<file path="src/verilog/wake_tx_regs_pkg.sv">
// constants for the wake pattern 3 and transmit control register slice
package wake_tx_regs_pkg;
   // register byte offsets
   localparam logic [7:0] WAKE3_CRC_LOW_OFS = 8'h60;
   localparam logic [7:0] WAKE3_CRC_HIGH_OFS = 8'h62;
   localparam logic [7:0] WAKE3_MASK_1_16_OFS = 8'h64;
   localparam logic [7:0] WAKE3_MASK_17_32_OFS = 8'h66;
   localparam logic [7:0] WAKE3_MASK_33_48_OFS = 8'h68;
   localparam logic [7:0] WAKE3_MASK_49_64_OFS = 8'h6a;
   localparam logic [7:0] TX_CONTROL_OFS = 8'h70;
   // reset values
   localparam logic [15:0] WAKE3_WORD_RESET = 16'h0000;
   localparam logic [15:0] TX_CONTROL_RESET = 16'h0000;
   // transmit control fields
   localparam int TXC_ICMP_CSUM_BIT = 8;
   localparam int TXC_TCP_CSUM_BIT = 6;
   localparam int TXC_IP_CSUM_BIT = 5;
   localparam int TXC_FLUSH_BIT = 4;
   localparam int TXC_FLOW_CTRL_BIT = 3;
   localparam int TXC_PAD_BIT = 2;
   localparam int TXC_FCS_BIT = 1;
   localparam int TXC_RUN_BIT = 0;
   localparam logic [15:0] TX_CONTROL_WR_MASK = 16'h017f;
   // frame figures
   localparam logic [10:0] MIN_FRAME_BYTES = 11'h040;
   localparam logic [6:0] WAKE_MASK_BYTES = 7'h40;
   localparam logic [31:0] CRC32_POLY_REFL = 32'hedb88320;
   localparam logic [31:0] CRC32_INIT = 32'hffffffff;
   // transmit process states
   typedef enum logic [1:0]
   {
      TX_STOPPED = 2'b00,
      TX_RUNNING = 2'b01,
      TX_DRAINING = 2'b10
   } tx_state_t;
endpackage

</file>
<file path="src/verilog/wake_pattern_if.sv">
// carrier between the register slice and the wake pattern matcher
`timescale 1ns/10ps
interface wake_pattern_if;
   logic [31:0] crcExpect;
   logic [63:0] byteMask;
   logic wakeMatch;
   modport cfg
   (
      output crcExpect,
      output byteMask,
      input wakeMatch
   );
   modport match
   (
      input crcExpect,
      input byteMask,
      output wakeMatch
   );
endinterface

</file>
<file path="src/verilog/wake_tx_regs.sv">
// wake pattern 3 registers and transmit control register with its control logic
`timescale 1ns/10ps
// Operation
// RULE_01: wake CRC-32 over mask-selected frame bytes
// RULE_02: expected CRC held as low/high halves
// RULE_03: first mask word bit n selects byte n+1
// RULE_04: later mask words select bytes 17 to 64
// RULE_05: ICMP checksum only for unfragmented frames
// RULE_06: TCP checksum insert when bit set
// RULE_07: IP header checksum insert when bit set
// RULE_08: flush clears queue, resets frame pointer
// RULE_09: host clears run enable before flush
// RULE_10: full duplex flow control sends PAUSE
// RULE_11: half duplex flow control uses back-pressure
// RULE_12: flow control off means none applied
// RULE_13: pad frames shorter than 64 bytes
// RULE_14: host sets CRC append with padding
// RULE_15: append 32-bit CRC when bit set
// RULE_16: run enable starts the transmit module
// RULE_17: stop only after current frame completes
// RULE_18: wake words 16-bit read-write, reset zero
// RULE_19: reserved bits and offsets read zero
module wake_tx_regs
   import wake_tx_regs_pkg::*;
(
   // clock and reset
   input wire logic core_clk,
   input wire logic rst_b,
   // register port
   input wire logic [7:0] regAddr,
   input wire logic regWrEn,
   input wire logic [1:0] regByteEn,
   input wire logic [15:0] regWrData,
   input wire logic regRdEn,
   output logic [15:0] regRdData,
   // received frame stream
   input wire logic rxFrameStart,
   input wire logic rxByteValid,
   input wire logic [7:0] rxByte,
   input wire logic rxFrameEnd,
   output logic wakeMatch,
   // transmit engine status
   input wire logic txFrameActive,
   input wire logic txFrameDone,
   input wire logic txFrameFragmented,
   input wire logic [10:0] txFrameLen,
   input wire logic fullDuplex,
   input wire logic rxBufAboveThreshold,
   // transmit engine controls
   output logic txStartAllowed,
   output logic txRunning,
   output logic txQueueClear,
   output logic [5:0] txFramePtr,
   output logic icmpChecksumGen,
   output logic tcpChecksumGen,
   output logic ipChecksumGen,
   output logic padRequest,
   output logic fcsAppend,
   output logic pauseFrameReq,
   output logic backPressure
);
   logic rstMeta_q;
   logic rstSync_q;
   logic [15:0] crcLow_q;
   logic [15:0] crcHigh_q;
   logic [15:0] mask0_q;
   logic [15:0] mask1_q;
   logic [15:0] mask2_q;
   logic [15:0] mask3_q;
   logic [15:0] txCtrl_q;
   logic [15:0] rdData_d;
   logic [15:0] rdData_q;
   logic [5:0] framePtr_q;
   logic pause_q;
   logic backPress_q;
   logic aboveSeen_q;
   tx_state_t txState_q;
   tx_state_t txState_d;
   wake_pattern_if wp ();

   function automatic logic [15:0] mergeBytes(input logic [15:0] old, input logic [15:0] wr,
                                              input logic [1:0] be, input logic [15:0] keep);
      logic [15:0] r;
      r = old;
      if (be[0])
      begin
         r[7:0] = wr[7:0];
      end
      if (be[1])
      begin
         r[15:8] = wr[15:8];
      end
      return r & keep;
   endfunction

   function automatic logic hit(input logic [7:0] a, input logic [7:0] ofs);
      return a[7:1] == ofs[7:1];
   endfunction

   // reset release through two flops
   always_ff @(posedge core_clk or negedge rst_b)
   begin
      if (!rst_b)
      begin
         rstMeta_q <= 1'b0;
         rstSync_q <= 1'b0;
      end
      else
      begin
         rstMeta_q <= 1'b1;
         rstSync_q <= rstMeta_q;
      end
   end

   // wake pattern 3 words
   always_ff @(posedge core_clk or negedge rstSync_q)
   begin
      if (!rstSync_q)
      begin
         crcLow_q <= WAKE3_WORD_RESET; // see RULE_18
         crcHigh_q <= WAKE3_WORD_RESET;
         mask0_q <= WAKE3_WORD_RESET;
         mask1_q <= WAKE3_WORD_RESET;
         mask2_q <= WAKE3_WORD_RESET;
         mask3_q <= WAKE3_WORD_RESET;
      end
      else if (regWrEn)
      begin
         if (hit(regAddr, WAKE3_CRC_LOW_OFS))
         begin
            crcLow_q <= mergeBytes(crcLow_q, regWrData, regByteEn, 16'hffff); // see RULE_02
         end
         if (hit(regAddr, WAKE3_CRC_HIGH_OFS))
         begin
            crcHigh_q <= mergeBytes(crcHigh_q, regWrData, regByteEn, 16'hffff); // see RULE_02
         end
         if (hit(regAddr, WAKE3_MASK_1_16_OFS))
         begin
            mask0_q <= mergeBytes(mask0_q, regWrData, regByteEn, 16'hffff); // see RULE_18
         end
         if (hit(regAddr, WAKE3_MASK_17_32_OFS))
         begin
            mask1_q <= mergeBytes(mask1_q, regWrData, regByteEn, 16'hffff);
         end
         if (hit(regAddr, WAKE3_MASK_33_48_OFS))
         begin
            mask2_q <= mergeBytes(mask2_q, regWrData, regByteEn, 16'hffff);
         end
         if (hit(regAddr, WAKE3_MASK_49_64_OFS))
         begin
            mask3_q <= mergeBytes(mask3_q, regWrData, regByteEn, 16'hffff);
         end
      end
   end

   // transmit control, reserved bits held at zero
   always_ff @(posedge core_clk or negedge rstSync_q)
   begin
      if (!rstSync_q)
      begin
         txCtrl_q <= TX_CONTROL_RESET;
      end
      else if (regWrEn && hit(regAddr, TX_CONTROL_OFS))
      begin
         txCtrl_q <= mergeBytes(txCtrl_q, regWrData, regByteEn, TX_CONTROL_WR_MASK); // see RULE_19
      end
   end

   // read mux, unmapped offsets read zero
   always_comb
   begin
      rdData_d = 16'h0000; // see RULE_19
      if (hit(regAddr, WAKE3_CRC_LOW_OFS))
      begin
         rdData_d = crcLow_q;
      end
      else if (hit(regAddr, WAKE3_CRC_HIGH_OFS))
      begin
         rdData_d = crcHigh_q;
      end
      else if (hit(regAddr, WAKE3_MASK_1_16_OFS))
      begin
         rdData_d = mask0_q;
      end
      else if (hit(regAddr, WAKE3_MASK_17_32_OFS))
      begin
         rdData_d = mask1_q;
      end
      else if (hit(regAddr, WAKE3_MASK_33_48_OFS))
      begin
         rdData_d = mask2_q;
      end
      else if (hit(regAddr, WAKE3_MASK_49_64_OFS))
      begin
         rdData_d = mask3_q;
      end
      else if (hit(regAddr, TX_CONTROL_OFS))
      begin
         rdData_d = txCtrl_q;
      end
   end

   always_ff @(posedge core_clk or negedge rstSync_q)
   begin
      if (!rstSync_q)
      begin
         rdData_q <= 16'h0000;
      end
      else if (regRdEn)
      begin
         rdData_q <= rdData_d;
      end
   end

   assign regRdData = rdData_q;

   // transmit process state
   always_comb
   begin
      txState_d = txState_q;
      case (txState_q)
         TX_STOPPED:
         begin
            if (txCtrl_q[TXC_RUN_BIT])
            begin
               txState_d = TX_RUNNING; // see RULE_16
            end
         end
         TX_RUNNING:
         begin
            if (!txCtrl_q[TXC_RUN_BIT])
            begin
               txState_d = (txFrameActive && !txFrameDone) ? TX_DRAINING : TX_STOPPED; // see RULE_17
            end
         end
         TX_DRAINING:
         begin
            if (txFrameDone || !txFrameActive)
            begin
               txState_d = TX_STOPPED; // see RULE_17
            end
         end
         default:
         begin
            txState_d = TX_STOPPED;
         end
      endcase
   end

   always_ff @(posedge core_clk or negedge rstSync_q)
   begin
      if (!rstSync_q)
      begin
         txState_q <= TX_STOPPED;
      end
      else
      begin
         txState_q <= txState_d;
      end
   end

   assign txStartAllowed = txState_q == TX_RUNNING;
   assign txRunning = txState_q != TX_STOPPED;

   // frame pointer, held at start while flushing
   always_ff @(posedge core_clk or negedge rstSync_q)
   begin
      if (!rstSync_q)
      begin
         framePtr_q <= 6'h00;
      end
      else if (txCtrl_q[TXC_FLUSH_BIT])
      begin
         framePtr_q <= 6'h00; // see RULE_08
      end
      else if (txFrameDone)
      begin
         framePtr_q <= framePtr_q + 6'h01;
      end
   end

   assign txFramePtr = framePtr_q;
   assign txQueueClear = txCtrl_q[TXC_FLUSH_BIT]; // see RULE_08 see RULE_09

   // frame content options
   assign icmpChecksumGen = txCtrl_q[TXC_ICMP_CSUM_BIT] && !txFrameFragmented; // see RULE_05
   assign tcpChecksumGen = txCtrl_q[TXC_TCP_CSUM_BIT]; // see RULE_06
   assign ipChecksumGen = txCtrl_q[TXC_IP_CSUM_BIT]; // see RULE_07
   assign padRequest = txCtrl_q[TXC_PAD_BIT] && (txFrameLen < MIN_FRAME_BYTES); // see RULE_13
   assign fcsAppend = txCtrl_q[TXC_FCS_BIT]; // see RULE_15

   // flow control: pause pulse on threshold crossing, or back-pressure level
   always_ff @(posedge core_clk or negedge rstSync_q)
   begin
      if (!rstSync_q)
      begin
         aboveSeen_q <= 1'b0;
         pause_q <= 1'b0;
         backPress_q <= 1'b0;
      end
      else
      begin
         aboveSeen_q <= rxBufAboveThreshold;
         pause_q <= txCtrl_q[TXC_FLOW_CTRL_BIT] && fullDuplex &&
                    rxBufAboveThreshold && !aboveSeen_q; // see RULE_10 see RULE_12
         backPress_q <= txCtrl_q[TXC_FLOW_CTRL_BIT] && !fullDuplex &&
                        rxBufAboveThreshold; // see RULE_11 see RULE_12
      end
   end

   assign pauseFrameReq = pause_q;
   assign backPressure = backPress_q;

   // wake pattern matcher
   assign wp.crcExpect = {crcHigh_q, crcLow_q}; // see RULE_02
   assign wp.byteMask = {mask3_q, mask2_q, mask1_q, mask0_q}; // see RULE_03 see RULE_04
   assign wakeMatch = wp.wakeMatch;

   wake_pattern_match matcher
   (
      .core_clk(core_clk),
      .rstSync_b(rstSync_q),
      .rxFrameStart(rxFrameStart),
      .rxByteValid(rxByteValid),
      .rxByte(rxByte),
      .rxFrameEnd(rxFrameEnd),
      .wp(wp.match)
   );
endmodule

</file>
<file path="src/verilog/wake_pattern_match.sv">
// masked crc-32 match of received frames against wake pattern 3
`timescale 1ns/10ps
module wake_pattern_match
   import wake_tx_regs_pkg::*;
(
   // clock and reset
   input wire logic core_clk,
   input wire logic rstSync_b,
   // received byte stream
   input wire logic rxFrameStart,
   input wire logic rxByteValid,
   input wire logic [7:0] rxByte,
   input wire logic rxFrameEnd,
   // configuration and result
   wake_pattern_if.match wp
);
   logic [31:0] crc_q;
   logic [6:0] byteIdx_q;
   logic matchPulse_q;
   logic byteSel;

   function automatic logic [31:0] crc32Byte(input logic [31:0] c, input logic [7:0] d);
      logic [31:0] r;
      r = c ^ {24'h000000, d};
      for (int i = 0; i < 8; i++)
      begin
         r = r[0] ? ((r >> 1) ^ CRC32_POLY_REFL) : (r >> 1);
      end
      return r;
   endfunction

   // only the first 64 bytes can be selected
   assign byteSel = (byteIdx_q < WAKE_MASK_BYTES) && wp.byteMask[byteIdx_q[5:0]]; // see RULE_03 see RULE_04

   always_ff @(posedge core_clk or negedge rstSync_b)
   begin
      if (!rstSync_b)
      begin
         byteIdx_q <= 7'h00;
      end
      else if (rxFrameStart)
      begin
         byteIdx_q <= 7'h00;
      end
      else if (rxByteValid && byteIdx_q < WAKE_MASK_BYTES)
      begin
         byteIdx_q <= byteIdx_q + 7'h01;
      end
   end

   always_ff @(posedge core_clk or negedge rstSync_b)
   begin
      if (!rstSync_b)
      begin
         crc_q <= CRC32_INIT;
      end
      else if (rxFrameStart)
      begin
         crc_q <= CRC32_INIT;
      end
      else if (rxByteValid && byteSel)
      begin
         crc_q <= crc32Byte(crc_q, rxByte); // see RULE_01
      end
   end

   always_ff @(posedge core_clk or negedge rstSync_b)
   begin
      if (!rstSync_b)
      begin
         matchPulse_q <= 1'b0;
      end
      else
      begin
         matchPulse_q <= rxFrameEnd && (~crc_q == wp.crcExpect); // see RULE_01
      end
   end

   assign wp.wakeMatch = matchPulse_q;
endmodule

</file>
<file path="config.mk">
export PLATFORM = sky130hd
export DESIGN_NAME = wake_tx_regs
export DESIGN_NICKNAME = d
export VERILOG_FILES = /design/src/verilog/wake_tx_regs_pkg.sv /design/src/verilog/wake_pattern_if.sv /design/src/verilog/wake_tx_regs.sv /design/src/verilog/wake_pattern_match.sv
export SDC_FILE = /design/constraint.sdc
export NUM_CORES = 1
export LEC_CHECK = 0
export ABC_AREA = 1
export BUFFER_PORTS_ARGS = -buffer_cell sky130_fd_sc_hd__buf_2
export CAP_MARGIN = 20
export CELL_PAD_IN_SITES_DETAIL_PLACEMENT = 1
export CELL_PAD_IN_SITES_GLOBAL_PLACEMENT = 1
export CORE_ASPECT_RATIO = 0.5
export CORE_MARGIN = 3
export CORE_UTILIZATION = 40
export CTS_BUF_LIST = sky130_fd_sc_hd__clkbuf_16
export DETAILED_ROUTE_END_ITERATION = 8
export PLACE_DENSITY_LB_ADDON = 0.1
export REMOVE_ABC_BUFFERS = 1
export SYNTH_ARGS = -nofsm -noshare
export SYNTH_HDL_FRONTEND = slang
export SYNTH_SLANG_ARGS = --single-unit
</file>
<file path="constraint.sdc">
create_clock -name core_clk -period 7.1 [get_ports core_clk]
set_clock_uncertainty 0.05 [all_clocks]
set_input_delay 2.13 -clock core_clk [delete_from_list [all_inputs] [get_ports core_clk]]
set_output_delay 2.13 -clock core_clk [all_outputs]
set_load 0.02 [all_outputs]
</file>
==> impl_metrics.toml, run 1 <==
[cells_and_area]
final.fill_count = 2923
diodes = 0
regArea_sq_um = 4370
post-route-util_pct = 46.2
multi_input_area_sq_um = 4540
syn_to_final_growth_pct = 11.5
nets = 1366
drive_gt1_share_pct = 14.2
final_design_area_no_fill_sq_um = 10700

[floorplan]
die_w_microns = 225
rows = 39
fp.dieH_microns = 116
coreArea_sq_um = 23200
start_util_pct = 41.4
ios = 90
die-area_sq_um = 26000

[timing]
fmax_ghz = 0.190
layout_worst_path_cycle_share_pct = 74.0
setup_viol = 0
worstMarginPinSlew_ps = 907
setup_tns_ps = 0
hold_violations = 0
final_max_slew_viol_count = 0
period_minus_slack_ps = 5250
relSlewSlack_pct = 39.5
rsz0062_at_grt = "no"

[clock_network]
cts_buffer_depth = 2
cts-htree-levels = 4
cts.sinks = 173
cts_made_buffers = 17
insertion_delay_ps = 460
ctsResizeCount = 0
clkTransAtPathRegs_ps = 60
cts_tree = "done"
cts-root-buf = "clkbuf_16"
ctsHoldBuffers = 0
post_cts.repair.setup_buffers = 0

[critical_path]
crit_fanout = 1
path_class = "in2out"
arrival_ps = 3070
worstSetupStartpointType = "input pin"
cp-end-kind = "output port"
required_ps = 4920

[placed_design]
io_buffer_count = 82
dp_hpwl_microns = 23300
place_area_sq_um = 10100
routabilityCongestion = 0.887

[synth]
avgSynthCellArea_sq_um = 7.70
synthesis.area_sq_um = 9600
postSynthCellCount = 1247
async_flop_share_pct = 100
ys.flop_type = "dfrtp_1"
synth.distinct_cells = 47
synth-seq-cells = 173
ys_seq_area_share_pct = 45.5
yosysWarnings = 0
synth_edf_count = 0

[detailed_routing]
final_antenna_net_count = 0
num_vias = 8906
avgViaCountPerCell = 5.47
drc_errors = 0
avgRoutedWirePerCell_microns = 19.7
drt_pre_antenna_iters = 5
routed_wl_microns = 32100
drt_iter0_markers = 662

[global_route]
grt_pass1_wl_microns = 50800
grt_max_degree = 82
grt-ovfl-total = 0
grt_usage_pct = 25.7
antenna_found_initial = 0
grt_pass1_vias = 8932

[power_and_ir_drop]
power_w = 0.00351
combPwrFrac_pct = 35.0
clockPowerShare_pct = 25.4
p_switching_w = 0.00138
internal-power_w = 0.00212
netSwitchingFraction_pct = 39.4
power_density_nw_per_um2 = 327
p_leak_nw = 5.24
seq_power_share_pct = 39.6
ir_drop_mv = 0.215

[worst_hold_path]
worstHoldPathType = "reg2async"

[outcome]
status = "completed"

[flow_run]
cap_violations = 0
[sequential cells by signal (all words and copies together), names as in the netlist, 6 cells and up]
| register | flops |
|---|---|
| crcHigh_q | 16 |
| regRdData | 16 |
| mask2_q | 16 |
| txFramePtr | 6 |
| mask3_q | 16 |
| mask1_q | 16 |
| matcher.crc_q | 32 |
| crcLow_q | 16 |
| mask0_q | 16 |
| txCtrl_q | 8 |
| matcher.byteIdx_q | 7 |
[final cells by class]
type | count | share of cell area (%)
clock inverters | 15 | 1.02
inverters | 103 | 3.68
clock buffers | 17 | 3.97
well taps | 307 | 3.59
multi-input cells | 924 | 42.4
repair buffers | 88 | 4.51
flip-flops and latches | 173 | 40.8
[cell usage after synthesis, types with 3 or more instances]
library cell | number | share of area (%)
xor2_1 | 32 | 2.9
nand2_1 | 447 | 17
or2_2 | 10 | 0.65
buf_2 | 15 | 0.78
xnor2_2 | 3 | 0.51
xnor2_1 | 14 | 1.3
dfrtp_1 | 141 | 37
nor3_1 | 5 | 0.26
o21ai_1 | 5 | 0.26
inv_2 | 6 | 0.23
buf_4 | 5 | 0.39
nand4_1 | 16 | 1.0
a21oi_1 | 37 | 1.9
nand3_1 | 127 | 6.6
nand2_2 | 5 | 0.33
clkbuf_1 | 16 | 0.63
xnor2_4 | 3 | 0.86
or2_0 | 3 | 0.20
dfstp_2 | 32 | 8.8
inv_1 | 94 | 3.7
buf_6 | 11 | 1.3
a221oi_1 | 8 | 0.73
o22ai_1 | 15 | 0.98
nor2_1 | 33 | 1.3
o211ai_1 | 6 | 0.47
o21ai_0 | 130 | 6.8
nand2_4 | 4 | 0.47
[stage by stage]
step                instances  setup slack, ps  hold slack [ps]
floorplan                1200             1810              281
global placement         1593             1870              237
detailed placement       1594             1840              259
CTS                      1626             1830              257
global route             1627             1800              284
finish                   1627             1850              237
[path summary, 6_finish.rpt]
kind | from | to | slack [ps] | depth (start not counted)
worst max-delay path | txFrameLen[10] | padRequest | 1850 | 4
max in group asynchronous | rst_b | rstSync_q | 5480 | 1
worst min-delay path | rstSync_q | matcher.wp.wakeMatch | 240 | 0
worst max register to register | matcher.byteIdx_q[1] | matcher.crc_q[9] | 4030 | 10
worst min register to register | rstSync_q | matcher.wp.wakeMatch | 240 | 0
min in group core_clk | rstMeta_q | rstSync_q | 320 | 0
[critical path: stages]
cell and delay, ps:
buf_2 90, or4_1 500, nor3_1 150, buf_2 200
[placed cells by master (no fill, tap or decap), drive strengths merged]
cell type,n
nor2,34
dfrtp,141
buf,88
nand3b,1
a211oi,1
nor4b,1
a221oi,8
xnor2,20
nor4,3
bufinv,1
conb,1
nor3,6
clkbuf,17
or4,1
dfstp,32
o22ai,15
ha,2
a21oi,38
xor2,34
o2111ai,1
inv,106
o21ai,135
nand2,456
o211ai,6
nor3b,1
or2,15
clkinv,8
nand4,16
nand3,128
o211a,1
clkinvlp,3
[power groups by stage]
stage	clock (W)	combinational (W)	sequential, W
floorplan	0	0.000891	0.00135
global placement	0	0.00117	0.00139
detailed placement	0	0.00122	0.00140
CTS	0.000909	0.00123	0.00138
global route	0.000945	0.00140	0.00141
finish	0.000891	0.00123	0.00139
[logic make-up after synthesis]
| logic type | after synthesis | synth area share (%) |
|---|---|---|
| flip-flops | 173 | 45.5 |
| other | 1 | 0.0391 |
| XOR/XNOR | 54 | 5.91 |
| adder cells (fa/ha/maj) | 2 | 0.261 |
| AO/OA/AOI/OAI | 205 | 11.5 |
| buffers and inverters | 150 | 7.20 |
| AND/OR/NAND/NOR | 662 | 29.6 |
[per-layer routing]
metal	GRT usage, %	wire length, microns
met5	0	0
met4	6.47	385
met3	4.10	1360
met2	41.9	14700
met1	36.3	15700
(Power assumes the default switching activity.)
==> inputs of run 2 (changes only) <==
--- a/config.mk
+++ b/config.mk
@@ -5,7 +5,7 @@
 export SDC_FILE = /design/constraint.sdc
 export NUM_CORES = 1
 export LEC_CHECK = 0
-export ABC_AREA = 1
+export ABC_AREA = 0
 export BUFFER_PORTS_ARGS = -buffer_cell sky130_fd_sc_hd__buf_2
 export CAP_MARGIN = 20
 export CELL_PAD_IN_SITES_DETAIL_PLACEMENT = 1
==> constraint.sdc (replaced) <==
create_clock -name core_clk -period 4.68 [get_ports core_clk]
set_clock_uncertainty 0.05 [all_clocks]
set_input_delay 1.404 -clock core_clk [delete_from_list [all_inputs] [get_ports core_clk]]
set_output_delay 1.404 -clock core_clk [all_outputs]
set_load 0.02 [all_outputs]
==> impl_metrics.toml, run 2 <==
[outcome]
status = "completed"

[synth]
ys_seq_area_share_pct = 46.9
synth_edf_count = 0
synth-seq-cells = 173
ys_top_cells_by_area = "dfrtp_1, mux2_2, dfstp_2"
netlist_top_cells_count = "dfrtp_1, mux2_2, nor2_1, xnor2_1, xor2_1"
synth.most_common_cell = "dfrtp_1"
async_flop_share_pct = 100
synthesis.area_sq_um = 9330
synth_top_area_share_pct = 37.8
synth.distinct_cells = 61
avgSynthCellArea_sq_um = 11.3
ys.flop_type = "dfrtp_1"
yosysTopAreaCell = "dfrtp_1"
postSynthCellCount = 825
yosysWarnings = 0

[clock_network]
cts_buffer_depth = 2
post_cts.repair.setup_buffers = 0
ctsResizeCount = 0
cts_tree = "done"
cts-htree-levels = 4
insertion_delay_ps = 450
cts_made_buffers = 17
ctsHoldBuffers = 0
cts.sinks = 173
cts-root-buf = "clkbuf_16"
clkTransAtPathRegs_ps = 60

[timing]
setup_viol = 0
hold_violations = 0
rsz0062_at_grt = "no"
fmax_ghz = 0.255
worstMarginPinSlew_ps = 1080
setup_tns_ps = 0
final_max_slew_viol_count = 0
relSlewSlack_pct = 27.5
period_minus_slack_ps = 3920
layout_worst_path_cycle_share_pct = 83.7

[global_route]
grt_usage_pct = 23.2
grt_pass1_vias = 7207
grt-ovfl-total = 0
antenna_found_initial = 0
grt_max_degree = 79
grt_pass1_wl_microns = 44000

[cells_and_area]
syn_to_final_growth_pct = 14.1
largest_register = "matcher.crc_q"
diodes = 0
drive_gt1_share_pct = 31.9
nets = 961
final_common_cell = "dfrtp_1"
final_design_area_no_fill_sq_um = 10600
largest_register_ffs = 32
post-route-util_pct = 47.8
layout_common_cells = "dfrtp_1, mux2_2, nor2_1, buf_2, xnor2_1"

[floorplan]
ios = 90
start_util_pct = 41.9
fp.dieH_microns = 114
die_w_microns = 222
die-area_sq_um = 25300
rows = 38
coreArea_sq_um = 22300

[worst_hold_path]
worstHoldPathType = "reg2async"

[critical_path]
cp-end-kind = "output port"
rr_endpoint = "matcher.crc_q[5]"
worstPathCellList = "buf_2, or4b_2, nor3_1, buf_2"
rr_worst_depth = 8
path_class = "in2out"
cpMostUsedCell = "buf_2"
crit_fanout = 1
startpoint = "txFrameLen[9]"
required_ps = 3230
max_stage_delay_ps = 650
crit_end = "padRequest"
slowest_stage = "or4b_2"
r2r_slack_ps = 1330
r2r_start = "matcher.byteIdx_q[0]"
worstSetupStartpointType = "input pin"
arrival_ps = 2460

[detailed_routing]
num_vias = 6894
routed_wl_microns = 28200
avgRoutedWirePerCell_microns = 23.2
drt_pre_antenna_iters = 5
avgViaCountPerCell = 5.68
final_antenna_net_count = 0
drt_iter0_markers = 431
drc_errors = 0

[placed_design]
routabilityCongestion = 0.830
place_area_sq_um = 10100
io_buffer_count = 82
dp_hpwl_microns = 20900

[power_and_ir_drop]
power_density_nw_per_um2 = 375
ir_drop_mv = 0.210
p_leak_nw = 4.77

[flow_run]
cap_violations = 0
## run 2: changes by cell type in the layout (fill, tap and decap cells not counted), sizes merged, moves of 42 or more
cell   before  now
nand3     128    4
inv       106   17
nand2     456   28
nor2       34   97
xnor2      20   62
mux2        0  107
o21ai     135   25
## run 2: per-layer routing
metal  vias to the layer above  track usage [%]  share of wire (%)
li1                       3101                -                  -
met1                      3634             34.6                 51
met2                       133             34.5                 43
met3                        26             4.45                4.8
met4                         0             6.51                1.3
met5                         -                0                  0
## run 2: where the power goes
part | switching [W] | internal (W) | leakage [nW] | total (W)
logic | 0.000433 | 0.000348 | 2.26 | 0.000781
clock network | 0.000626 | 0.000828 | 0.282 | 0.00145
registers | 0.000134 | 0.00162 | 2.23 | 0.00175
total | 0.00119 | 0.00279 | 4.77 | 0.00399
## run 2: final cells by class
type                       instances  area, sq um
fill                            2404        11600
timing repair buffer             100          558
multi-input combinational        598         4710
inverter                          12         45.0
sequential                       173         4370
clock buffer                      17          425
tap                              300          375
clock inverter                    14          156
## run 2: stage by stage
stage / worst slack [ps] / total power (W) / instances / hold slack (ps)
after floorplan: -492 / 0.00229 / 783 / 281
after global placement: 760 / 0.00254 / 1183 / 289
after detailed placement: 761 / 0.00256 / 1183 / 299
after CTS: 755 / 0.00403 / 1214 / 317
after global routing: 673 / 0.00418 / 1214 / 330
final: 762 / 0.00399 / 1214 / 304
## run 2: cell families (layout without fill, tap and decap cells)
group,count (synthesis),after routing,synth area share [%]
buffers and inverters,54,143,2.67
adder cells (fa/ha/maj),2,2,0.268
AO/OA/AOI/OAI,128,128,9.39
XOR/XNOR,111,111,10.7
multiplexers,154,154,19.4
flip-flops,173,173,46.9
AND/OR/NAND/NOR,202,202,10.6
other,1,1,0.0402
## run 2: critical path, delay by kind of cell
family	cells	cell delay [ps]
buf+inv	2	280
simple gates	2	780
## run 2: how the worst min path moves through the flow
stage / start / slack [ps] / cells after the start / to
after global routing: rstMeta_q / 330 / 0 / rstSync_q
after global placement: rstMeta_q / 290 / 0 / rstSync_q
after detailed placement: rstMeta_q / 300 / 0 / rstSync_q
after floorplan: rstMeta_q / 280 / 0 / rstSync_q
after CTS: rstMeta_q / 320 / 0 / rstSync_q
final: rstSync_q / 300 / 0 / matcher.wp.wakeMatch
